<file path="config.mk">
export PLATFORM = sky130hd
export DESIGN_NAME = watchdog_with_reset_flags
export DESIGN_NICKNAME = d
export VERILOG_FILES = /design/src/wdt_pkg.sv /design/src/wdt_sync3.sv /design/src/wdt_counter.sv /design/src/watchdog_with_reset_flags.sv
export VERILOG_INCLUDE_DIRS = /design/src
export SDC_FILE = /design/constraint.sdc
export NUM_CORES = 1
export LEC_CHECK = 0
export ABC_CLOCK_PERIOD_IN_PS = 2900
export BUFFER_PORTS_ARGS = -buffer_cell sky130_fd_sc_hd__buf_2
export CAP_MARGIN = 20
export CORE_MARGIN = 2
export CORE_UTILIZATION = 56
export CTS_CLUSTER_DIAMETER = 50
export DETAILED_ROUTE_END_ITERATION = 7
export PLACE_DENSITY = 0.81
export SLEW_MARGIN = 20
export SYNTH_ARGS = -nofsm -noshare
export SYNTH_HDL_FRONTEND = slang
export SYNTH_SLANG_ARGS = --single-unit
</file>
<file path="constraint.sdc">
create_clock -name clk_i -period 2.9 [get_ports clk_i]
set_clock_uncertainty 0.1 [all_clocks]
set_input_delay 0.145 -clock clk_i [delete_from_list [all_inputs] [get_ports clk_i]]
set_output_delay 0.145 -clock clk_i [all_outputs]
set_load 0.005 [all_outputs]
</file>
<file path="src/watchdog_regs.svh">
/*
  Register offsets, field positions, reset values and timing counts of the watchdog block.
  Assumes inclusion by its bare name from every file that needs a constant.
*/
`ifndef WATCHDOG_REGS_SVH
`define WATCHDOG_REGS_SVH
// ==========================================================
// Register byte addresses on the bus
`define ADDR_CONTROL 8'h00
`define ADDR_FLAGS 8'h04
`define ADDR_STATUS 8'h08
`define ADDR_THRESHOLD 8'h0c
`define ADDR_OPTION 8'h10
// ==========================================================
// Fields and reset values
`define CONTROL_RESET 8'h53
`define KEY_MSB 7
`define KEY_LSB 3
`define PSEL_MSB 2
`define KEY_ENABLE 5'h0a
`define KEY_DISABLE 5'h15
`define SYSCLK_IN_IDLE_ENABLE_BIT 7
`define LOW_VOLTAGE_RESET_FLAG_BIT 2
`define LRF_BIT 1
`define WRF_BIT 0
`define STAT_TO_BIT 0
`define STAT_PDF_BIT 1
`define STAT_EN_BIT 2
`define THRESH_RESET 8'h55
`define THRESH_CODE_A 8'h55
`define THRESH_CODE_B 8'h33
`define THRESH_CODE_C 8'h99
`define THRESH_CODE_D 8'haa
`define OPTION_RESET 8'h02
`define OPT_ALWAYS_BIT 0
`define OPT_PIN_BIT 1
// ==========================================================
// Divide exponents, select 7 in the top slot, select 0 at the bottom
`define WDT_WIDTH 18
`define WDT_EXPONENTS {5'h12, 5'h11, 5'h10, 5'h0f, 5'h0e, 5'h0c, 5'h0a, 5'h08}
// ==========================================================
// Timing
`define CLK_KHZ 20000
`define SLOW_KHZ 32
`define RESET_DELAY_MS 50
`define BAD_TICKS 3
`endif

</file>
<file path="src/wdt_pkg.sv">
/*
  Types shared by the watchdog block.
  Assumes nothing beyond a SystemVerilog compiler.
*/
package wdt_pkg;
  typedef logic [31:0] wb_data_t;
  typedef logic [7:0] reg8_t;
  typedef enum logic [1:0] {RST_HOLD, RST_DELAY, RST_RUN} reset_state_t;
endpackage

</file>
<file path="src/wdt_sync3.sv">
/*
  Three-stage synchroniser for one pin level.
  Assumes an asynchronous input; the output moves only when stages two and three agree.
*/
`timescale 1ns/100ps
module wdt_sync3 #(
  parameter logic INIT = 1'b0
) (
  input wire logic clk_i,
  input wire logic rst_i,
  input wire logic d_i,
  output logic q_o
);
  logic ff1;
  logic ff2;
  logic ff3;

  // ==========================================================
  // Stages
  always_ff @(posedge clk_i) begin
    if (rst_i) begin
      ff1 <= INIT;
      ff2 <= INIT;
      ff3 <= INIT;
    end else begin
      ff1 <= d_i;
      ff2 <= ff1;
      ff3 <= ff2;
    end
  end

  // Agreement filter rejects a one-cycle glitch at the boundary
  always_ff @(posedge clk_i) begin
    if (rst_i) begin
      q_o <= INIT;
    end else if (ff2 == ff3) begin
      q_o <= ff3;
    end
  end
endmodule

</file>
<file path="src/wdt_counter.sv">
/*
  Watchdog up-counter with selectable overflow stage.
  Assumes tick_i is a one-cycle enable at the slow oscillator rate.
*/
`timescale 1ns/100ps
`include "watchdog_regs.svh"
module wdt_counter (
  input wire logic clk_i,
  input wire logic rst_i,
  input wire logic tick_i,
  input wire logic enable_i,
  input wire logic clear_i,
  input wire logic [2:0] period_select_i,
  output logic [`WDT_WIDTH-1:0] count_o,
  output logic overflow_o
);
  localparam logic [39:0] EXPS = `WDT_EXPONENTS;
  logic [4:0] stage;
  logic [`WDT_WIDTH-1:0] mask;

  // ==========================================================
  // Stage mask
  assign stage = EXPS[period_select_i*5 +: 5];
  genvar i;
  generate
    for (i = 0; i < `WDT_WIDTH; i = i + 1) begin : g_mask
      assign mask[i] = (5'(i) < stage); // RQ1
    end
  endgenerate

  // ==========================================================
  // Count and overflow
  always_ff @(posedge clk_i) begin
    if (rst_i || clear_i) begin
      count_o <= '0;
    end else if (tick_i && enable_i) begin
      count_o <= count_o + 1'b1; // RQ22
    end
  end

  always_ff @(posedge clk_i) begin
    if (rst_i) begin
      overflow_o <= 1'b0;
    end else begin
      overflow_o <= tick_i && enable_i && !clear_i && ((count_o & mask) == mask); // RQ1
    end
  end
endmodule

</file>
<file path="src/watchdog_with_reset_flags.sv">
/*
  Watchdog timer with keyed enable, reset sequencer and sticky reset-cause flags.
  Assumes a classic Wishbone master, core pulses for halt and clear instructions,
  and asynchronous pins for the shared reset bit and the low-voltage detector.
*/
// The implementer's own choices: the Wishbone interface to the registers and the register addresses.
// Contract
// RQ1 - Period select picks overflow at 2^8,10,12,14,15,16,17,18 slow periods
// RQ2 - Enabled counter overflow resets the device unless cleared first
// RQ3 - Always-on option runs watchdog for either legal key code
// RQ4 - Register option disables on 10101B and enables on 01010B
// RQ5 - Illegal key forces full reset after two to three slow cycles
// RQ6 - Key field holds 01010B after power-on
// RQ7 - Illegal key reset sets key flag; only software write 0 clears
// RQ8 - Low-voltage reset sets its flag until software clears it
// RQ9 - Undefined threshold code sets its flag and acts as reset
// RQ10 - Timeout in normal running causes full reset and sets timeout flag
// RQ11 - Timeout in low power sets flag, clears only PC and stack pointer
// RQ12 - Counter clears on key reset, clear instruction or halt
// RQ13 - Only the clear instruction clears the counter from software
// RQ14 - Idle clock bit keeps system clock running in idle when set
// RQ15 - Flag register bits 6 to 3 read zero
// RQ16 - Execution waits the power-on delay after power-on
// RQ17 - Power-on reset forces the program counter to zero
// RQ18 - Power-on reset presets port data and direction high
// RQ19 - Reset shares a port pin, chosen by an option bit
// RQ20 - Low reset pin holds the core, then a reset delay follows
// RQ21 - Halt sets power-down flag, clear instruction or power-up clears it
// RQ22 - Watchdog is an 18-bit slow-clock counter tapped by period select
// RQ23 - Illegal key is debounced by a small slow-clock counter
`timescale 1ns/100ps
`include "watchdog_regs.svh"
module watchdog_with_reset_flags #(
  parameter int RESET_DELAY_CYCLES = `RESET_DELAY_MS * `CLK_KHZ
) (
  input wire logic clk_i,
  input wire logic rst_i,
  input wire logic cyc_i,
  input wire logic stb_i,
  input wire logic we_i,
  input wire logic [7:0] adr_i,
  input wire logic [3:0] sel_i,
  input wire wdt_pkg::wb_data_t dat_i,
  output wdt_pkg::wb_data_t dat_o,
  output logic ack_o,
  input wire logic halt_i,
  input wire logic watchdog_clear_instruction_i,
  input wire logic halted_i,
  input wire logic idle_mode_i,
  input wire logic reset_pin_i,
  input wire logic lvr_event_i,
  output logic core_reset_o,
  output logic pc_sp_clear_o,
  output logic port_preset_o,
  output logic port_bit_o,
  output logic sysclk_en_o
);
  import wdt_pkg::*;

  localparam int SLOW_DIV = `CLK_KHZ / `SLOW_KHZ;
  localparam int DW = $clog2(RESET_DELAY_CYCLES + 1);

  logic [9:0] div_cnt;
  logic slow_tick;
  reg8_t watchdog_control;
  reg8_t voltage_threshold_select;
  reg8_t option_reg;
  logic sysclk_in_idle_enable;
  logic low_voltage_reset_flag;
  logic threshold_reg_reset_flag;
  logic watchdog_key_reset_flag;
  logic timeout_flag;
  logic power_down_flag;
  logic bus_req;
  logic [7:0] word_addr;
  logic wr_take;
  logic wr_ctl;
  logic wr_flags;
  logic wr_thr;
  logic wr_opt;
  reg8_t rd_byte;
  logic [4:0] enable_key_field;
  logic [2:0] period_select;
  logic key_legal;
  logic wdt_enabled;
  logic [1:0] key_bad_cnt;
  logic key_fire;
  logic thr_legal;
  logic [1:0] thr_bad_cnt;
  logic thr_fire;
  logic pin_level;
  logic lvr_level;
  logic lvr_prev;
  logic lvr_rise;
  logic pin_hold;
  logic wdt_ovf;
  logic [`WDT_WIDTH-1:0] wdt_count;
  logic full_cause;
  reset_state_t state;
  logic [DW-1:0] delay_cnt;
  logic por_phase;

  // ==========================================================
  // Slow oscillator tick, a one-cycle enable from the system clock
  assign slow_tick = (div_cnt == 10'(SLOW_DIV - 1));
  always_ff @(posedge clk_i) begin
    if (rst_i || slow_tick) begin
      div_cnt <= '0;
    end else begin
      div_cnt <= div_cnt + 1'b1;
    end
  end

  // ==========================================================
  // Bus slave: ack one cycle after the request, write lands on the ack edge
  assign bus_req = cyc_i && stb_i;
  assign word_addr = {adr_i[7:2], 2'b00};
  assign wr_take = bus_req && ack_o && we_i && sel_i[0];
  assign wr_ctl = wr_take && (word_addr == `ADDR_CONTROL);
  assign wr_flags = wr_take && (word_addr == `ADDR_FLAGS);
  assign wr_thr = wr_take && (word_addr == `ADDR_THRESHOLD);
  assign wr_opt = wr_take && (word_addr == `ADDR_OPTION);

  always_ff @(posedge clk_i) begin
    if (rst_i) begin
      ack_o <= 1'b0;
    end else begin
      ack_o <= bus_req && !ack_o;
    end
  end

  always_comb begin
    rd_byte = 8'h00;
    case (word_addr)
      `ADDR_CONTROL: rd_byte = watchdog_control;
      `ADDR_FLAGS: begin // RQ15
        rd_byte[`SYSCLK_IN_IDLE_ENABLE_BIT] = sysclk_in_idle_enable;
        rd_byte[`LOW_VOLTAGE_RESET_FLAG_BIT] = low_voltage_reset_flag;
        rd_byte[`LRF_BIT] = threshold_reg_reset_flag;
        rd_byte[`WRF_BIT] = watchdog_key_reset_flag;
      end
      `ADDR_STATUS: begin
        rd_byte[`STAT_TO_BIT] = timeout_flag;
        rd_byte[`STAT_PDF_BIT] = power_down_flag;
        rd_byte[`STAT_EN_BIT] = wdt_enabled;
      end
      `ADDR_THRESHOLD: rd_byte = voltage_threshold_select;
      `ADDR_OPTION: rd_byte = option_reg;
      default: rd_byte = 8'h00;
    endcase
  end

  always_ff @(posedge clk_i) begin
    if (rst_i) begin
      dat_o <= '0;
    end else if (bus_req && !ack_o) begin
      dat_o <= {24'h000000, rd_byte};
    end
  end

  // ==========================================================
  // Control register; an illegal key brings it back to its power-on value
  always_ff @(posedge clk_i) begin
    if (rst_i || key_fire) begin
      watchdog_control <= `CONTROL_RESET; // RQ6
    end else if (wr_ctl) begin
      watchdog_control <= dat_i[7:0];
    end
  end

  always_ff @(posedge clk_i) begin
    if (rst_i || thr_fire) begin
      voltage_threshold_select <= `THRESH_RESET;
    end else if (wr_thr) begin
      voltage_threshold_select <= dat_i[7:0];
    end
  end

  always_ff @(posedge clk_i) begin
    if (rst_i) begin
      option_reg <= `OPTION_RESET;
    end else if (wr_opt) begin
      option_reg <= dat_i[7:0];
    end
  end

  // ==========================================================
  // Key decode and debounce
  assign enable_key_field = watchdog_control[`KEY_MSB:`KEY_LSB];
  assign period_select = watchdog_control[`PSEL_MSB:0];
  assign key_legal = (enable_key_field == `KEY_ENABLE) || (enable_key_field == `KEY_DISABLE);
  assign wdt_enabled = option_reg[`OPT_ALWAYS_BIT] ? key_legal // RQ3
                                                   : (enable_key_field == `KEY_ENABLE); // RQ4
  // Third tick after the change lands two to three slow periods later
  assign key_fire = !key_legal && slow_tick && (key_bad_cnt == 2'(`BAD_TICKS - 1)); // RQ5

  always_ff @(posedge clk_i) begin
    if (rst_i || key_legal || key_fire) begin
      key_bad_cnt <= 2'h0;
    end else if (slow_tick) begin
      key_bad_cnt <= key_bad_cnt + 2'h1; // RQ23
    end
  end

  assign thr_legal = (voltage_threshold_select == `THRESH_CODE_A) || (voltage_threshold_select == `THRESH_CODE_B)
                  || (voltage_threshold_select == `THRESH_CODE_C) || (voltage_threshold_select == `THRESH_CODE_D);
  assign thr_fire = !thr_legal && slow_tick && (thr_bad_cnt == 2'(`BAD_TICKS - 1)); // RQ9

  always_ff @(posedge clk_i) begin
    if (rst_i || thr_legal || thr_fire) begin
      thr_bad_cnt <= 2'h0;
    end else if (slow_tick) begin
      thr_bad_cnt <= thr_bad_cnt + 2'h1;
    end
  end

  // ==========================================================
  // Counter; software reaches the clear only through the clear instruction
  wdt_counter u_counter (
    .clk_i(clk_i),
    .rst_i(rst_i),
    .tick_i(slow_tick),
    .enable_i(wdt_enabled),
    .clear_i(key_fire || watchdog_clear_instruction_i || halt_i), // RQ12 RQ13
    .period_select_i(period_select),
    .count_o(wdt_count),
    .overflow_o(wdt_ovf)
  );

  // ==========================================================
  // Pins
  wdt_sync3 #(.INIT(1'b1)) u_pin_sync (
    .clk_i(clk_i),
    .rst_i(rst_i),
    .d_i(reset_pin_i),
    .q_o(pin_level)
  );
  wdt_sync3 #(.INIT(1'b0)) u_lvr_sync (
    .clk_i(clk_i),
    .rst_i(rst_i),
    .d_i(lvr_event_i),
    .q_o(lvr_level)
  );

  assign pin_hold = option_reg[`OPT_PIN_BIT] && !pin_level; // RQ19
  // Detector is off in power-down, so no event is taken then
  assign lvr_rise = lvr_level && !lvr_prev && !halted_i;

  always_ff @(posedge clk_i) begin
    if (rst_i) begin
      lvr_prev <= 1'b0;
      port_bit_o <= 1'b1;
    end else begin
      lvr_prev <= lvr_level;
      port_bit_o <= pin_level;
    end
  end

  // ==========================================================
  // Sticky flags; a hardware set beats a same-cycle software clear
  always_ff @(posedge clk_i) begin
    if (rst_i) begin
      watchdog_key_reset_flag <= 1'b0;
    end else if (key_fire) begin
      watchdog_key_reset_flag <= 1'b1; // RQ7
    end else if (wr_flags && !dat_i[`WRF_BIT]) begin
      watchdog_key_reset_flag <= 1'b0;
    end
  end

  always_ff @(posedge clk_i) begin
    if (rst_i) begin
      low_voltage_reset_flag <= 1'b0;
    end else if (lvr_rise) begin
      low_voltage_reset_flag <= 1'b1; // RQ8
    end else if (wr_flags && !dat_i[`LOW_VOLTAGE_RESET_FLAG_BIT]) begin
      low_voltage_reset_flag <= 1'b0;
    end
  end

  always_ff @(posedge clk_i) begin
    if (rst_i) begin
      threshold_reg_reset_flag <= 1'b0;
    end else if (thr_fire) begin
      threshold_reg_reset_flag <= 1'b1; // RQ9
    end else if (wr_flags && !dat_i[`LRF_BIT]) begin
      threshold_reg_reset_flag <= 1'b0;
    end
  end

  always_ff @(posedge clk_i) begin
    if (rst_i) begin
      sysclk_in_idle_enable <= 1'b0;
    end else if (wr_flags) begin
      sysclk_in_idle_enable <= dat_i[`SYSCLK_IN_IDLE_ENABLE_BIT];
    end
  end

  always_ff @(posedge clk_i) begin
    if (rst_i) begin
      timeout_flag <= 1'b0;
      power_down_flag <= 1'b0;
    end else begin
      if (wdt_ovf) begin
        timeout_flag <= 1'b1; // RQ10 RQ11
      end else if (halt_i || watchdog_clear_instruction_i) begin
        timeout_flag <= 1'b0;
      end
      if (halt_i) begin
        power_down_flag <= 1'b1; // RQ21
      end else if (watchdog_clear_instruction_i) begin
        power_down_flag <= 1'b0; // RQ21
      end
    end
  end

  // ==========================================================
  // Reset sequencer
  assign full_cause = key_fire || thr_fire || lvr_rise || (wdt_ovf && !halted_i); // RQ2 RQ10

  always_ff @(posedge clk_i) begin
    if (rst_i) begin
      state <= RST_DELAY; // RQ16
      delay_cnt <= '0;
    end else if (pin_hold) begin
      state <= RST_HOLD; // RQ20
      delay_cnt <= '0;
    end else if (full_cause) begin
      state <= RST_DELAY;
      delay_cnt <= '0;
    end else begin
      case (state)
        RST_HOLD: begin
          state <= RST_DELAY; // RQ20
        end
        RST_DELAY: begin
          if (delay_cnt == DW'(RESET_DELAY_CYCLES - 1)) begin
            state <= RST_RUN;
          end else begin
            delay_cnt <= delay_cnt + 1'b1;
          end
        end
        RST_RUN: begin
          state <= RST_RUN;
        end
        default: begin
          state <= RST_HOLD;
        end
      endcase
    end
  end

  // Held reset keeps the program counter at zero
  assign core_reset_o = rst_i || (state != RST_RUN); // RQ17

  always_ff @(posedge clk_i) begin
    if (rst_i) begin
      por_phase <= 1'b1; // RQ18
    end else if (state == RST_RUN) begin
      por_phase <= 1'b0;
    end
  end
  assign port_preset_o = por_phase;

  always_ff @(posedge clk_i) begin
    if (rst_i) begin
      pc_sp_clear_o <= 1'b0;
      sysclk_en_o <= 1'b1;
    end else begin
      pc_sp_clear_o <= wdt_ovf && halted_i; // RQ11
      sysclk_en_o <= !halted_i || (idle_mode_i && sysclk_in_idle_enable); // RQ14
    end
  end
endmodule

</file>
### Yosys cells after proc, flatten, opt, wreduce, memory -nomap -nowiden

Index checks and enable logic that the tools add are counted.

* bits in read-only memories: 0
* bits in registers: 107
* latch bits: 0
* output and inout port bits: 38
* word-level logic and storage cells: 163
* bits of input ports: 55
* bits in writable memories: 0
* memories kept: 0

* div/mod/pow operators: 0
* add/sub/neg operators: 5
* multipliers: 1
* equal/unequal tests: 22
* $lt $le $gt $ge: 18
* muxes and demuxes: 18
* shift-type cells: 1
* bitwise logic cells: 2
* reduce and logical (&&, ||, !) cells: 64

Operators with widths (number)
* $lt A4 B5 Y1 const A: 8
* $shiftx A40 B7 Y5 const A: 1
* $logic_and A1 B1 Y1: 25
* $add A20 B1 Y20 const B: 1
* $eq A20 B20 Y1 const B: 1
* $logic_or A1 B1 Y1: 20
* $lt A3 B5 Y1 const A: 4
* $add A18 B1 Y18 const B: 1
* $and A18 B18 Y18: 1
* $eq A18 B18 Y1: 1
* $eq A8 B8 Y1 const B: 2
* $pmux W3 S5: 1
* $mux W1: 13
* $eq A6 B2 Y1 const B: 2
* $pmux W4 S3: 1
* $add A10 B1 Y10 const B: 1
* $eq A10 B10 Y1 const B: 1
* $logic_not A1 Y1: 10
* $lt A1 B5 Y1 const A: 2
* $lt A2 B5 Y1 const A: 2
* $lt A5 B5 Y1 const A: 2
* $reduce_bool A2 Y1: 5
* $eq A8 B6 Y1 const B: 1
* $eq A8 B7 Y1 const B: 1
* other kinds (19): 24

### Depth between registers and ports, before layout

Gate-level depths: netlist (run 1).

* depth after elaboration: 12
* mapped depth: 8
* mapped depth without buffers: 7

### By module

Synthesis (run 1) repeated with hierarchy kept, for this count alone.

* cell total of the unflattened synthesis: 607
* area total of the unflattened synthesis: 5197.5 µm²

By module, submodules not included
* watchdog_with_reset_flags: cells an instance 468, seq. area each 1601.5 µm², area each 3958.8 µm², times used 1
* wdt_counter: cells an instance 119, seq. area each 380.4 µm², area each 1011.0 µm², times used 1
* wdt_sync3 at u_pin_sync: cells an instance 10, seq. area each 80.1 µm², area each 115.1 µm², times used 1
* wdt_sync3 at u_lvr_sync: cells an instance 10, seq. area each 80.1 µm², area each 112.6 µm², times used 1

### Worst setup path before layout (run 1)

No wires, ideal clock.

* kind: reg-to-reg
* from: register delay_cnt[0]
* to: register state[0]
* slack: 833 ps
* clock period less this slack: 2067 ps
* data required time: 2664 ps
* cell stages (with the launch flop): 8
* library setup time: 136 ps
* buffers on the path: 1
* arrival time: 1831 ps
* cells stage by stage: dfxtp_1 -> ha_1 -> nand2_1 -> or3_1 -> buf_2 -> o21ai_2 -> mux2i_1 -> a32oi_1

* longest elaborated chain between the ends: 2

Ends and longest elaborated chain
* start: declaration: line watchdog_with_reset_flags.sv:100 `logic [DW-1:0] delay_cnt;`
* start signal: assignment: line watchdog_with_reset_flags.sv:340 `delay_cnt <= delay_cnt + 1'b1;`
* $eq A20 B20 Y1: line watchdog_with_reset_flags.sv:337 `if (delay_cnt == DW'(RESET_DELAY_CYCLES - 1)) begin`
* $ne A4 B4 Y1 (no line)
* end signal: assignment: line watchdog_with_reset_flags.sv:334 `state <= RST_DELAY;`
* end signal: assignment: line watchdog_with_reset_flags.sv:338 `state <= RST_RUN;`
* end signal: assignment: line watchdog_with_reset_flags.sv:344 `state <= RST_RUN;`
* end: declaration: line watchdog_with_reset_flags.sv:99 `reset_state_t state;`

Every way passes these cells.
A chain may end at the register's enable or synchronous reset.

### Final worst setup path (run 1)

Same ends and word-level chain as after synthesis.

==> results_dict.tcl, run 1 <==
set metrics [dict create \
    start_util_pct 57.1 \
    clk_path_buf_depth 2 \
    grt_use_total_pct 22.5 \
    worst-path-stages 6 \
    dp_hpwl_mm 7.98 \
    fmax_mhz 418 \
    pre_cts_ws_ps 491 \
    grt_pass1_vias 4030 \
    synth_cells 610 \
    die_h_um 101 \
    yosys-top-cells-area "dfxtp_1, nand3_1, nor2_1" \
    cts_resized 0 \
    grt_max_degree 30 \
    total_power_mw 2.82 \
    top_register "delay_cnt" \
    worstMarginPinSlew_ps 770 \
    slowest_stage "or3_1" \
    synth_top_cell_area_share_pct 41.0 \
    area_growth_pct 9.52 \
    io_buffers 39 \
    crit_fanout 9 \
    ys_async_sr_fraction_pct 0 \
    status "complete, no violations" \
    crit_family "simple AND/OR/NAND/NOR gates" \
    grt_pass1_wl_mm 18.7 \
    die_x_um 101 \
    drt-total-wl_mm 11.4 \
    drive_gt1_share_pct 13.4 \
    yosys_warnings 0 \
    p_leak_nw 2.11 \
    cts.clk_slew.worst_paths_ps 110 \
    avgSynthCellArea_sq_um 8.57 \
    cts_hold_buf 15 \
    yosysSeqAreaShare_pct 41.0 \
    crit_chain "ha_1 > nand2_1 > or3_1 > o21ai_2 > mux2i_1 > a32oi_1" \
    fin_crit_ps 2390 \
    grt_overflow 0 \
    root_buffer "clkbuf_8" \
    peakVddDrop_v 0.000286 \
    layout.nets 720 \
    crit_buf_inv 0 \
    core-area_sq_mm 0.00915 \
    grt_setup_unrepaired "false" \
    htree_levels 3 \
    route.vias.total 4532 \
    critical_path_class "register to register" \
    regArea_sq_mm 0.00214 \
    hold_path_depth 2 \
    grt_antenna_before_repair 0 \
    rows 35 \
    synth_seq_cells 107 \
    fin_crit_sh_pct 82.4 \
    reg_top3 "delay_cnt (20), u_counter.count_o (18), div_cnt (10)" \
    largest_reg_flops 20 \
    cts_tree "done" \
    multiInputGateArea_sq_mm 0.00277 \
    hold_viol 0 \
    wl_per_cell_um 14.8 \
    die_area_sq_mm 0.0101 \
    synth_edf_count 0 \
    synthFlopType "dfxtp_1" \
    slew_viol_final 0 \
    ys_types 64 \
    drtIter0Drc 338 \
    finalWorstSetupSlack_ps 509 \
    powerDensity_mw_per_mm2 492 \
    endpoint_kind "register" \
    post-cts-setup-buffers 0 \
    startpoint_type "register" \
    vias_per_cell 5.89 \
    required_ps 3040 \
    slew_headroom_pct 48.6 \
    insertion_delay_ps 370 \
    yosysTopAreaCell "dfxtp_1" \
    drv_cap 0 \
    rr_worst_depth 6 \
    antenna_left 0 \
    place.gp.congestion 0.913 \
    numClockSinks 107 \
    synth_area_sq_mm 0.00523 \
    numCtsBuffers 9 \
    num_antenna_cells 0 \
    fillCellCount 734 \
    hp-class "primary input to register" \
    num_io_pins 93 \
    cp.arrival_ps 2540 \
    cp_slowest_stage_delay_ps 540 \
    setup-tns-final_ps 0 \
    firstDrtPassIters 4 \
    drc_errors 0 \
    setup_viol 0 \
]
-- area by class of cell --
| type | count | share of cell area (%) |
|---|---|---|
| Multi-Input combinational cell | 450 | 48.3 |
| Tap cell | 111 | 2.43 |
| Sequential cell | 107 | 37.4 |
| Timing Repair Buffer | 58 | 6.55 |
| Inverter | 27 | 1.77 |
| Clock inverter | 7 | 1.38 |
| Clock buffer | 9 | 2.16 |
-- cells in the final DEF (no fill, tap or decap), types with 12 or more instances in the layout --
| master | netlist | routed |
|---|---|---|
| dfxtp_1 | 107 | 107 |
| nor2_1 | 59 | 59 |
| nand2_1 | 51 | 51 |
| nand3_1 | 49 | 49 |
| a21oi_1 | 41 | 41 |
| buf_2 | 7 | 39 |
| inv_1 | 27 | 27 |
| conb_1 | 1 | 24 |
| o21ai_0 | 19 | 19 |
| xor2_1 | 15 | 15 |
| dlygate4sd3_1 | 0 | 15 |
| or3_1 | 12 | 12 |
| ha_1 | 12 | 12 |
-- metal layers --
layer  part of all wire, %  wire length (um)  track usage (%)
met5                     0                 0                0
met4                   1.4               161             8.01
met3                   6.5               744             3.74
met2                    47              5390             36.6
met1                    45              5080             30.2
-- Yosys cell counts (all sizes together), types with 2 or more instances --
cell	count
nand3	49
nand2	52
a211o	2
o31ai	10
nor2	61
xnor2	11
or4	11
a222oi	4
o21ai	20
a221o	2
a21oi	48
a21o	2
nor4bb	2
or2	7
ha	12
mux2i	6
nor4	7
o2111ai	6
nand4bb	2
clkbuf	14
and4bb	2
o31a	2
o21a	2
nand4	8
xor2	15
nor2b	6
nand3b	4
nand2b	3
inv	27
buf	35
and4b	2
nor3	9
dfxtp	107
a211oi	3
a31oi	2
o211ai	6
a2111oi	2
or3	12
and4	2
a22o	5
a221oi	3
and3	12
-- where the power goes --
| part | leakage, nW | switching [mW] | internal (mW) | total [mW] |
|---|---|---|---|---|
| clock network | 0.105 | 0.541 | 0.414 | 0.955 |
| logic | 1.14 | 0.196 | 0.122 | 0.318 |
| registers | 0.866 | 0.0340 | 1.51 | 1.55 |
-- final timing paths --
check / startpoint / endpoint / slack [ps]
worst min register to register: u_pin_sync.ff1 / u_pin_sync.ff2 / 340
worst min-delay path: rst_i / u_lvr_sync.ff3 / 50
worst max-delay path: delay_cnt[0] / state[0] / 510
worst max register to register: delay_cnt[0] / state[0] / 510
-- cell families (layout without fill, tap and decap cells) --
| family | count (synthesis) | count (layout) | share of synthesized area, % |
|---|---|---|---|
| AOI/OAI and AO/OA | 126 | 126 | 16.9 |
| and+or+nand+nor | 255 | 255 | 25.7 |
| other | 1 | 24 | 0.0717 |
| adders and majority gates | 12 | 12 | 2.87 |
| buffers and inverters | 76 | 101 | 7.78 |
| DFF | 107 | 107 | 41.0 |
| muxes | 7 | 7 | 1.36 |
| xor gates and xnor gates | 26 | 26 | 4.36 |
-- stage by stage --
stage / instances / util [%] / hold slack (ps) / instance area (sq um)
2_1_floorplan: 633 / - / 132 / 5320
3_3_place_gp: 738 / 58.7 / 233 / 5370
3_5_place_dp: 738 / 58.7 / 232 / 5370
4_1_cts: 769 / 62.6 / 43.6 / 5730
5_1_grt: 769 / 62.6 / 61.9 / 5730
6_report: 769 / 62.6 / 51.6 / 5730
(Power assumes the default switching activity.)
==> run 2: changes to the inputs <==
--- a/config.mk
+++ b/config.mk
@@ -6,7 +6,7 @@
 export SDC_FILE = /design/constraint.sdc
 export NUM_CORES = 1
 export LEC_CHECK = 0
-export ABC_CLOCK_PERIOD_IN_PS = 2900
+export ABC_CLOCK_PERIOD_IN_PS = 2400
 export BUFFER_PORTS_ARGS = -buffer_cell sky130_fd_sc_hd__buf_2
 export CAP_MARGIN = 20
 export CORE_MARGIN = 2
==> constraint.sdc (replaced) <==
create_clock -name clk_i -period 2.4 [get_ports clk_i]
set_clock_uncertainty 0.1 [all_clocks]
set_input_delay 0.12 -clock clk_i [delete_from_list [all_inputs] [get_ports clk_i]]
set_output_delay 0.12 -clock clk_i [all_outputs]
set_load 0.005 [all_outputs]
==> run 2 against run 1 <==
  * Global-route usage grew 1.0 points
  * Highest routed layer unchanged
  * Worst setup slack lost 310 ps
  * Non-clock buffer count grew 10
  * Routed wire length grew 2.0%
  * Cell area grew 1.4%
  * Cell count grew 1.3%
  * Flip-flop and latch count is the same
  * Count of clock-buffer cells in the layout grew 2
  * Sequential power grew 21%
  * Critical path type unchanged
  * Sequential share of layout area shrank 0.50 points
==> results_dict.tcl, run 2 (synthesized netlist as in run 1, its figures left out) <==
set metrics [dict create \
    die_h_um 101 \
    comb_power_share_pct 11.7 \
    drive_gt1_share_pct 14.4 \
    grt_pass1_vias 4213 \
    p_switching_uw 897 \
    topRoutingLayerUsed "met4" \
    met2_length_mm 5.51 \
    crit_chain "inv_1 > ha_1 > nand2_1 > o22a_1 > a21oi_1 > o2111ai_1 > a2111oi_1" \
    setup-tns-final_ps 0 \
    layout_common_cells "dfxtp_1, nor2_1, nand2_1, nand3_1, a21oi_1" \
    vias_per_cell 5.90 \
    worst-path-stages 7 \
    rr_worst_depth 7 \
    grt_pass1_wl_mm 19.4 \
    slew_headroom_pct 53.9 \
    die_x_um 101 \
    fmax_mhz 454 \
    route.vias.total 4599 \
    grt_use_total_pct 23.5 \
    dp_cells 747 \
    hp-class "primary input to register" \
    p_leak_nw 2.15 \
    clkPwrFrac_pct 33.3 \
    insertion_delay_ps 370 \
    status "complete, no violations" \
    firstDrtPassIters 5 \
    dp_hpwl_mm 8.16 \
    num_antenna_cells 0 \
    slowest_stage "a2111oi_1" \
    drc_errors 0 \
    io_buffers 39 \
    crit_buf_inv 1 \
    htree_levels 3 \
    critical_path_class "register to register" \
    numClockSinks 107 \
    instances_no_fill 779 \
    setup_viol 0 \
    area_growth_pct 11.0 \
    cp.arrival_ps 2320 \
    slew_viol_final 0 \
    start_util_pct 57.1 \
    pre_cts_ws_ps 216 \
    crit_family "compound AO/OA/AOI/OAI gates" \
    grt_max_degree 39 \
    wl_met3_um 746 \
    reg_top3 "delay_cnt (20), u_counter.count_o (18), div_cnt (10)" \
    hold_viol 0 \
    largest_reg_flops 20 \
    root_buffer "clkbuf_8" \
    fillCellCount 738 \
    p_sw_share_pct 26.4 \
    place.gp.congestion 0.873 \
    grt_antenna_before_repair 0 \
    total_power_mw 3.40 \
    peakVddDrop_v 0.000340 \
    cts.clk_slew.worst_paths_ps 100 \
    grt_setup_unrepaired "false" \
    grt_overflow 0 \
    fin_crit_sh_pct 91.7 \
    layout.nets 730 \
    startpoint_type "register" \
    die_area_sq_mm 0.0101 \
    rows 35 \
    num_io_pins 93 \
    cts_tree "done" \
    clk_path_buf_depth 2 \
    finalWorstSetupSlack_ps 199 \
    drtIter0Drc 322 \
    met1_length_mm 5.08 \
    powerDensity_mw_per_mm2 586 \
    drv_cap 0 \
    top_register "delay_cnt" \
    hold_path_depth 4 \
    wl_per_cell_um 14.9 \
    numCtsBuffers 9 \
    cp_slowest_stage_delay_ps 510 \
    drt-total-wl_mm 11.6 \
    worstMarginPinSlew_ps 689 \
    antenna_left 0 \
    final_util_pct 63.4 \
    crit_fanout 6 \
    p_int_mw 2.50 \
    endpoint_kind "register" \
    final_common_cell "dfxtp_1" \
    core-area_sq_mm 0.00915 \
    required_ps 2520 \
    p_seq_share_pct 54.9 \
    fin_crit_ps 2200 \
]
[run 2: through the flow]
step           area [sq um]  hold WS, ps
2_1_floorplan          5320          107
3_3_place_gp           5440          208
3_5_place_dp           5440          225
4_1_cts                5800         21.4
5_1_grt                5800         36.5
6_report               5800         16.5
[run 2: final timing paths]
| check | startpoint | to | slack (ps) |
|---|---|---|---|
| worst max-delay path | watchdog_control[0] | u_counter.overflow_o | 200 |
| worst min register to register | u_pin_sync.ff1 | u_pin_sync.ff2 | 320 |
| worst min-delay path | watchdog_clear_instruction_i | u_counter.overflow_o | 20 |
| worst max register to register | watchdog_control[0] | u_counter.overflow_o | 200 |
[run 2: per-layer routing]
metal,vias up,track usage (%)
li1,2243,-
met1,2157,30.3
met5,-,0
met2,173,38.8
met4,0,10.5
met3,26,3.81
[run 2: cell type report]
cell class | instances | area [sq um] | share of cell area [%]
clock buffers | 11 | 141 | 2.44
inverters | 27 | 101 | 1.75
multi-input cells | 450 | 2770 | 47.7
clock inverters | 5 | 60.1 | 1.03
well taps | 111 | 139 | 2.39
flip-flops and latches | 107 | 2140 | 36.9
repair buffers | 68 | 453 | 7.80
[run 2: what timing repair did]
| item | in CTS | in global routing |
|---|---|---|
| hold buffers | 16 | 0 |
| resized for setup | 0 | 1 |
| buffers inserted | 0 | 0 |
| endpoints found under the hold margin | 31 | 0 |
| setup endpoints to repair | 0 | 1 |
[run 2: tightest hold or removal path, delay by kind of cell]
family	cells	cell delay, ps
simple gates	2	150
compound gates	1	60
buf+inv	1	90
[run 2: power by group through the flow]
stage,combinational (mW),sequential (mW),clock [mW]
6_report,0.399,1.87,1.13
3_3_place_gp,0.352,1.90,0
2_1_floorplan,0.283,1.90,0
3_5_place_dp,0.374,1.91,0
5_1_grt,0.448,1.88,1.20
4_1_cts,0.398,1.87,1.14
